==> src/rtc_pwt_defines.svh <==
`ifndef RTC_PWT_DEFINES_SVH
`define RTC_PWT_DEFINES_SVH

// ****************************************
// register byte addresses
// ****************************************
`define PWT_OFFSET 12'h000
`define CFG_OFFSET 12'h004
`define STAT_OFFSET 12'h008

// ****************************************
// field positions
// ****************************************
`define PWT_STAB_MSB 15
`define PWT_STAB_LSB 8
`define PWT_SAMP_MSB 7
`define PWT_SAMP_LSB 0
`define CFG_UNLOCK_BIT 13
`define CFG_PWC_EN_BIT 0
`define STAT_STATE_LSB 0
`define STAT_STAB_ACT_BIT 4
`define STAT_SAMP_ACT_BIT 5
`define STAT_STAB_CNT_LSB 8
`define STAT_SAMP_CNT_LSB 16

// ****************************************
// reset values
// ****************************************
`define PWT_RESET 16'h0000
`define CFG_UNLOCK_RESET 1'b0
`define CFG_PWC_EN_RESET 1'b0

// ****************************************
// timing: pclk cycles per power-control clock period
// ****************************************
`define PWC_CLK_DIV 8'h19

// sample length that keeps the window open for good
`define SAMP_ALWAYS 8'hff

`endif

==> src/rtc_pwt_pkg.sv <==
package rtc_pwt_pkg;
   typedef enum logic [2:0] {
      ST_IDLE = 3'b001,
      ST_STAB = 3'b010,
      ST_SAMP = 3'b100
   } window_state_e;
   typedef logic [7:0] window_len_t;
endpackage

==> src/rtc_power_window_timer.sv <==
`timescale 1ns/100ps
`include "rtc_pwt_defines.svh"
module rtc_power_window_timer
   import rtc_pwt_pkg::*;
(
   // clock and reset
   input wire logic pclk,
   input wire logic presetn,
   // apb slave
   input wire logic psel,
   input wire logic penable,
   input wire logic pwrite,
   input wire logic [11:0] paddr,
   input wire logic [31:0] pwdata,
   output logic [31:0] prdata,
   output logic pready,
   output logic pslverr,
   // alarm and windows
   input wire logic alarm_event,
   output logic stability_window_active,
   output logic sample_window_active
);
   // ****************************************
   // registers
   // ****************************************
   window_len_t stab_len_reg;
   window_len_t samp_len_reg;
   logic unlock_reg;
   logic pwc_en_reg;
   window_state_e state_reg;
   window_state_e state_next;
   logic [7:0] div_reg;
   logic tick_reg;
   logic stab_out_reg;
   logic samp_out_reg;
   logic [31:0] rdata_reg;

   // ****************************************
   // apb decode
   // ****************************************
   wire access = psel & penable;
   wire sel_pwt = (paddr == `PWT_OFFSET);
   wire sel_cfg = (paddr == `CFG_OFFSET);
   wire sel_stat = (paddr == `STAT_OFFSET);
   wire mapped = sel_pwt | sel_cfg | sel_stat;
   wire wr_en = access & pwrite & mapped;
   wire wr_pwt = wr_en & sel_pwt & unlock_reg;
   wire wr_cfg = wr_en & sel_cfg;

   assign pready = 1'b1;
   assign pslverr = access & ~mapped;

   // ****************************************
   // power-control clock divider
   // ****************************************
   wire div_wrap = (div_reg == (`PWC_CLK_DIV - 8'h01));
   wire [7:0] div_next = div_wrap ? 8'h00 : div_reg + 8'h01;

   always_ff @(posedge pclk or negedge presetn) begin
      if (!presetn) begin
         div_reg <= 8'h00;
         tick_reg <= 1'b0;
      end else begin
         div_reg <= div_next;
         tick_reg <= div_wrap;
      end
   end

   // ****************************************
   // software registers
   // ****************************************
   // lengths are not meant to be trusted after power-on; reset gives zero
   always_ff @(posedge pclk or negedge presetn) begin
      if (!presetn) begin
         stab_len_reg <= 8'(`PWT_RESET >> `PWT_STAB_LSB);
         samp_len_reg <= 8'(`PWT_RESET);
      end else if (wr_pwt) begin
         stab_len_reg <= pwdata[`PWT_STAB_MSB:`PWT_STAB_LSB];
         samp_len_reg <= pwdata[`PWT_SAMP_MSB:`PWT_SAMP_LSB];
      end
   end

   always_ff @(posedge pclk or negedge presetn) begin
      if (!presetn) begin
         unlock_reg <= `CFG_UNLOCK_RESET;
         pwc_en_reg <= `CFG_PWC_EN_RESET;
      end else if (wr_cfg) begin
         unlock_reg <= pwdata[`CFG_UNLOCK_BIT];
         pwc_en_reg <= pwdata[`CFG_PWC_EN_BIT];
      end
   end

   // ****************************************
   // window sequencing
   // ****************************************
   wire stab_zero = (stab_len_reg == 8'h00);
   wire samp_zero = (samp_len_reg == 8'h00);
   wire samp_always = (samp_len_reg == `SAMP_ALWAYS);
   wire trigger = alarm_event & pwc_en_reg & (state_reg == ST_IDLE);
   wire abort = ~pwc_en_reg;
   wire stab_start = trigger & ~stab_zero;
   wire stab_expire;
   wire samp_expire;
   wire stab_act;
   wire samp_act;
   window_len_t stab_cnt;
   window_len_t samp_cnt;
   // sample opens on the alarm when stability is zero, else on its expiry
   wire samp_start = (trigger & stab_zero) | stab_expire;

   window_counter stab_ctr (
      .pclk(pclk),
      .presetn(presetn),
      .start(stab_start),
      .abort(abort),
      .tick(tick_reg),
      .length(stab_len_reg),
      .active(stab_act),
      .expire(stab_expire),
      .count(stab_cnt)
   );

   window_counter samp_ctr (
      .pclk(pclk),
      .presetn(presetn),
      .start(samp_start),
      .abort(abort),
      .tick(tick_reg),
      .length(samp_len_reg),
      .active(samp_act),
      .expire(samp_expire),
      .count(samp_cnt)
   );

   always_comb begin
      state_next = state_reg;
      case (state_reg)
         ST_IDLE: begin
            if (trigger && !stab_zero) begin
               state_next = ST_STAB;
            end else if (trigger && !samp_zero) begin
               state_next = ST_SAMP;
            end
         end
         ST_STAB: begin
            if (abort) begin
               state_next = ST_IDLE;
            end else if (stab_expire) begin
               // a zero sample length gives no window at all
               state_next = samp_zero ? ST_IDLE : ST_SAMP;
            end
         end
         ST_SAMP: begin
            if (abort || samp_expire) begin
               state_next = ST_IDLE;
            end
         end
         default: begin
            state_next = ST_IDLE;
         end
      endcase
   end

   always_ff @(posedge pclk or negedge presetn) begin
      if (!presetn) begin
         state_reg <= ST_IDLE;
      end else begin
         state_reg <= state_next;
      end
   end

   // ****************************************
   // outputs
   // ****************************************
   // all ones overrides the counter and the enable alike
   wire samp_out_next = (state_next == ST_SAMP) | samp_always;
   wire stab_out_next = (state_next == ST_STAB);

   always_ff @(posedge pclk or negedge presetn) begin
      if (!presetn) begin
         stab_out_reg <= 1'b0;
         samp_out_reg <= 1'b0;
      end else begin
         stab_out_reg <= stab_out_next;
         samp_out_reg <= samp_out_next;
      end
   end

   assign stability_window_active = stab_out_reg;
   assign sample_window_active = samp_out_reg;

   // ****************************************
   // read data
   // ****************************************
   wire [31:0] pwt_rd = {16'h0000, stab_len_reg, samp_len_reg};
   wire [31:0] cfg_rd = ({31'h0, unlock_reg} << `CFG_UNLOCK_BIT)
                      | ({31'h0, pwc_en_reg} << `CFG_PWC_EN_BIT);
   wire [31:0] stat_rd = ({29'h0, state_reg} << `STAT_STATE_LSB)
                       | ({31'h0, stab_act} << `STAT_STAB_ACT_BIT)
                       | ({31'h0, samp_act} << `STAT_SAMP_ACT_BIT)
                       | ({24'h0, stab_cnt} << `STAT_STAB_CNT_LSB)
                       | ({24'h0, samp_cnt} << `STAT_SAMP_CNT_LSB);
   wire [31:0] rd_mux = sel_pwt ? pwt_rd :
                        sel_cfg ? cfg_rd :
                        sel_stat ? stat_rd : 32'h00000000;

   // read data is registered in the setup cycle so it stands in the access phase
   always_ff @(posedge pclk or negedge presetn) begin
      if (!presetn) begin
         rdata_reg <= 32'h00000000;
      end else if (psel && !penable && !pwrite) begin
         rdata_reg <= rd_mux;
      end
   end

   assign prdata = rdata_reg;
endmodule

==> src/window_counter.sv <==
`timescale 1ns/100ps
module window_counter
   import rtc_pwt_pkg::*;
(
   // clock and reset
   input wire logic pclk,
   input wire logic presetn,
   // control
   input wire logic start,
   input wire logic abort,
   input wire logic tick,
   input wire window_len_t length,
   // status
   output logic active,
   output logic expire,
   output window_len_t count
);
   logic active_reg;
   logic active_next;
   window_len_t count_reg;
   window_len_t count_next;
   wire last_tick = active_reg & tick & (count_reg == 8'h01);

   // ****************************************
   // counter
   // ****************************************
   // a window of n periods closes on the n-th tick after the start
   always_comb begin
      active_next = active_reg;
      count_next = count_reg;
      if (abort) begin
         active_next = 1'b0;
         count_next = 8'h00;
      end else if (start) begin
         active_next = (length != 8'h00);
         count_next = length;
      end else if (active_reg && tick) begin
         count_next = count_reg - 8'h01;
         if (last_tick) begin
            active_next = 1'b0;
         end
      end
   end

   always_ff @(posedge pclk or negedge presetn) begin
      if (!presetn) begin
         active_reg <= 1'b0;
         count_reg <= 8'h00;
      end else begin
         active_reg <= active_next;
         count_reg <= count_next;
      end
   end

   assign active = active_reg;
   assign count = count_reg;
   assign expire = last_tick & ~abort & ~start;
endmodule

==> config.mk <==
export PLATFORM = sky130hd
export DESIGN_NAME = rtc_power_window_timer
export DESIGN_NICKNAME = d
export VERILOG_FILES = /design/src/rtc_pwt_pkg.sv /design/src/rtc_power_window_timer.sv /design/src/window_counter.sv
export VERILOG_INCLUDE_DIRS = /design/src /design/src/src
export SDC_FILE = /design/constraint.sdc
export NUM_CORES = 1
export LEC_CHECK = 0
export BUFFER_PORTS_ARGS = -buffer_cell sky130_fd_sc_hd__buf_4
export CORE_MARGIN = 8
export CORE_UTILIZATION = 56
export CTS_BUF_LIST = sky130_fd_sc_hd__clkbuf_8
export DETAILED_ROUTE_END_ITERATION = 12
export PLACE_DENSITY = 0.93
export REMOVE_ABC_BUFFERS = 1
export SYNTH_ARGS = -nofsm -noshare
export SYNTH_HDL_FRONTEND = slang
export SYNTH_SLANG_ARGS = --single-unit
==> constraint.sdc <==
create_clock -name pclk -period 1.9 [get_ports pclk]
set_input_delay 0.285 -clock pclk [delete_from_list [all_inputs] [get_ports pclk]]
set_output_delay 0.285 -clock pclk [all_outputs]
set_load 0.05 [all_outputs]
==> results.toml <==
[run_status]
status = "finished, final reports clean"

[timing]
grt_setup_unrepaired = "true"
hold_viol = 0
max_freq_mhz = 541
finalMaxSlewViolations = 0
timing.hold.ws_ns = 0.165
finalClockSkew_ns = 0.00700
setup_viol = 0
worst_slew_pin_slew_ns = 0.517
tns_ns = 0
min_period_ns = 1.85
slew_headroom_pct = 65.5
min_period_over_period_pct = 97.4

[worst_setup_path]
cp.arrival_ns = 2.05
ff2ff_setup_slack_ns = 0.05
required_ns = 2.10
reg2reg_to = "sample_window_active"
cpPeakStageDelay_ns = 0.56
path_max_fanout = 3
crit_path_start_kind = "flip-flop"
end_kind = "flip-flop"
reg2reg_from = "samp_ctr.count[6]"
path_cells = "or4_4 -> nor4b_4 -> nand3_1 -> o21ai_2 -> o211ai_1"
r2r_cells = 5
crit_slowest_cell = "or4_4"
setup.worst_path.class = "reg -> reg"

[route]
avgRoutedWirePerCell_um = 17.9
ant_nets = 0
first_pass_iters = 4
finalWirelength_mm = 8.86
drt_iter0_markers = 311
drc = 0
via_per_inst = 5.68
num_vias = 2807

[synthesis]
yosysSeqAreaShare_pct = 49.5
ys_top_cells_by_area = "dfrtp_1 49%, mux2i_1 5.6%, mux2_4 4.0%"
synth_top_area_cell = "dfrtp_1"
avgSynthCellArea_um2 = 11.1
synth_top_area_share_pct = 48.8
ys_seq_elements = 74
syn_area_um2 = 3750
synth_edf_count = 0
ys.flop_type = "dfrtp_1"
synthCells = 336
synth_cell_types = 54
ys_async_sr_fraction_pct = 100
synth_warnings = 0

[layout]
fin_nets = 466
synthToLayoutAreaGrowth_pct = 21.7
fin_cells = 494
drive_gt1_share_pct = 32.6
antennaDiodeCount = 0
largest_reg_flops = 24

[global_route]
globalRouteOverflowTotal = 0
grt_pass1_vias = 2956
antenna_found_initial = 0
grt_pass1_wl_mm = 14.6
grt_use_total_pct = 19.0
grt_max_degree = 40

[cts]
cts-buffers-inserted = 9
clockBufferDepth = 2
h-tree-depth = 3
cts_setup_buffers = 0
cts_tree = "yes"
cts_sinks = 74
path_clk_slew_ns = 0.07
clock_latency_ns = 0.35
cts_root_buf = "clkbuf_8"

[power]
power_w = 0.00301
p_leak_nw = 2.21
vdd_ir_drop_max_v = 0.000481
cellPowerDensity_nw_per_um2 = 659

[floorplanning]
fp.dieH_um = 97.8
floorplan.initialDensity_pct = 56.4
num_rows = 30
core_area_um2 = 6640
dieArea_um2 = 9560
die_w_um = 97.8
num_io_pins = 86

[worst_hold_path]
hold_start = "pwdata[15]"
whs_path_depth = 2
holdPathEnd = "stab_len_reg[7]"
hold_path.class = "in -> reg"

[flow_run]
drv_cap = 0

[placed_design]
io_buffers = 60
gp_routability_congestion = 0.890
dp_hpwl_mm = 6.27
placed_cells = 478
## metrics by stage
step | area [um^2] | setup slack, ns | util (%)
4_1_cts | 4530 | 0.00793 | 68.2
3_3_place_gp | 4320 | 0.0718 | 65.0
6_report | 4560 | 0.0502 | 68.6
3_5_place_dp | 4320 | -0.00986 | 65.0
2_1_floorplan | 3630 | -0.00638 | -
5_1_grt | 4560 | -0.0356 | 68.6
## synth_stat cells (3+ instances only)
master    instances
dfrtp_1          73
nand2_1          34
nor2_1           34
mux2i_1          21
xor2_1           12
a22o_1           11
nand3_1          11
o21ai_2          11
buf_4            10
mux2_4           10
inv_1             8
mux2_2            8
o21ai_0           7
xnor2_1           7
a211oi_1          6
ha_1              6
a21oi_1           5
nor4_1            5
buf_2             4
nor3_1            4
clkbuf_1          3
nand3b_1          3
nor2b_1           3
## cell families after synthesis
logic type | synth area share [%]
buffers and inverters | 4.68
adders and majority gates | 2.00
and+or+nand+nor | 17.3
AOI/OAI and AO/OA | 9.92
xor gates and xnor gates | 4.44
other | 0.200
muxes | 12.0
DFF | 49.5
## layout by cell type (no fill, tap or decap), types with 3 or more instances in the layout
| cell type | Yosys | layout |
|---|---|---|
| dfrtp_1 | 73 | 73 |
| buf_4 | 10 | 73 |
| nor2_1 | 34 | 34 |
| nand2_1 | 34 | 34 |
| mux2i_1 | 21 | 21 |
| xor2_1 | 12 | 12 |
| clkbuf_8 | 0 | 12 |
| nand3_1 | 11 | 11 |
| o21ai_2 | 11 | 11 |
| a22o_1 | 11 | 11 |
| mux2_4 | 10 | 10 |
| inv_1 | 8 | 9 |
| conb_1 | 2 | 9 |
| mux2_2 | 8 | 8 |
| o21ai_0 | 7 | 7 |
| xnor2_1 | 7 | 7 |
| a211oi_1 | 6 | 6 |
| ha_1 | 6 | 6 |
| a21oi_1 | 5 | 5 |
| nor4_2 | 2 | 4 |
| nor3_1 | 4 | 4 |
| nand3b_1 | 3 | 3 |
| nor4_1 | 5 | 3 |
| nor2b_1 | 3 | 3 |
## per-layer routing
metal	global-route usage (%)	vias to the layer above	wire [um]	share of wire, %
met1	23.3	1385	3740	42
met4	7.43	0	145	1.6
met5	0	-	0	0
met3	6.83	12	701	7.9
li1	-	1305	-	-
met2	29.9	105	4280	48
## worst max path at each step
stage | startpoint | end | slack (ns)
2_1_floorplan | paddr[7] | samp_len_reg[0] | -0.006
3_3_place_gp | samp_ctr.count[6] | sample_window_active | 0.07
3_5_place_dp | paddr[7] | prdata[22] | -0.01
4_1_cts | stab_ctr.count[1] | samp_ctr.count[0] | 0.008
5_1_grt | samp_ctr.count[6] | sample_window_active | -0.04
6_report | samp_ctr.count[6] | sample_window_active | 0.05
## critical path: cells and delay by family, from the launching register on
kind             cells  cell delay, ns
AND/OR/NAND/NOR      3            0.94
AO/OA/AOI/OAI        2            0.34
flip-flops           1            0.41
## final cells by class
class / instances / area (um^2)
well taps: 80 / 100
clock buffers: 12 / 165
clock inverters: 3 / 38.8
flip-flops and latches: 74 / 1850
repair buffers: 76 / 598
inverters: 9 / 33.8
fillers: 466 / 2080
multi-input cells: 240 / 1770
## power by group
part           total, W  switching [W]  internal, W
Sequential      0.00157   0.0000000494      0.00157
Combinational  0.000178       0.000115    0.0000629
Clock           0.00125       0.000552     0.000700
Total           0.00301       0.000668      0.00234
## repair_timing
item,in CTS,in global routing
hold buffers,1,0
hold endpoints to repair,38,0
gates resized for setup,0,4
setup endpoints to repair,0,16
No activity file was read; power rests on OpenSTA's default activity.
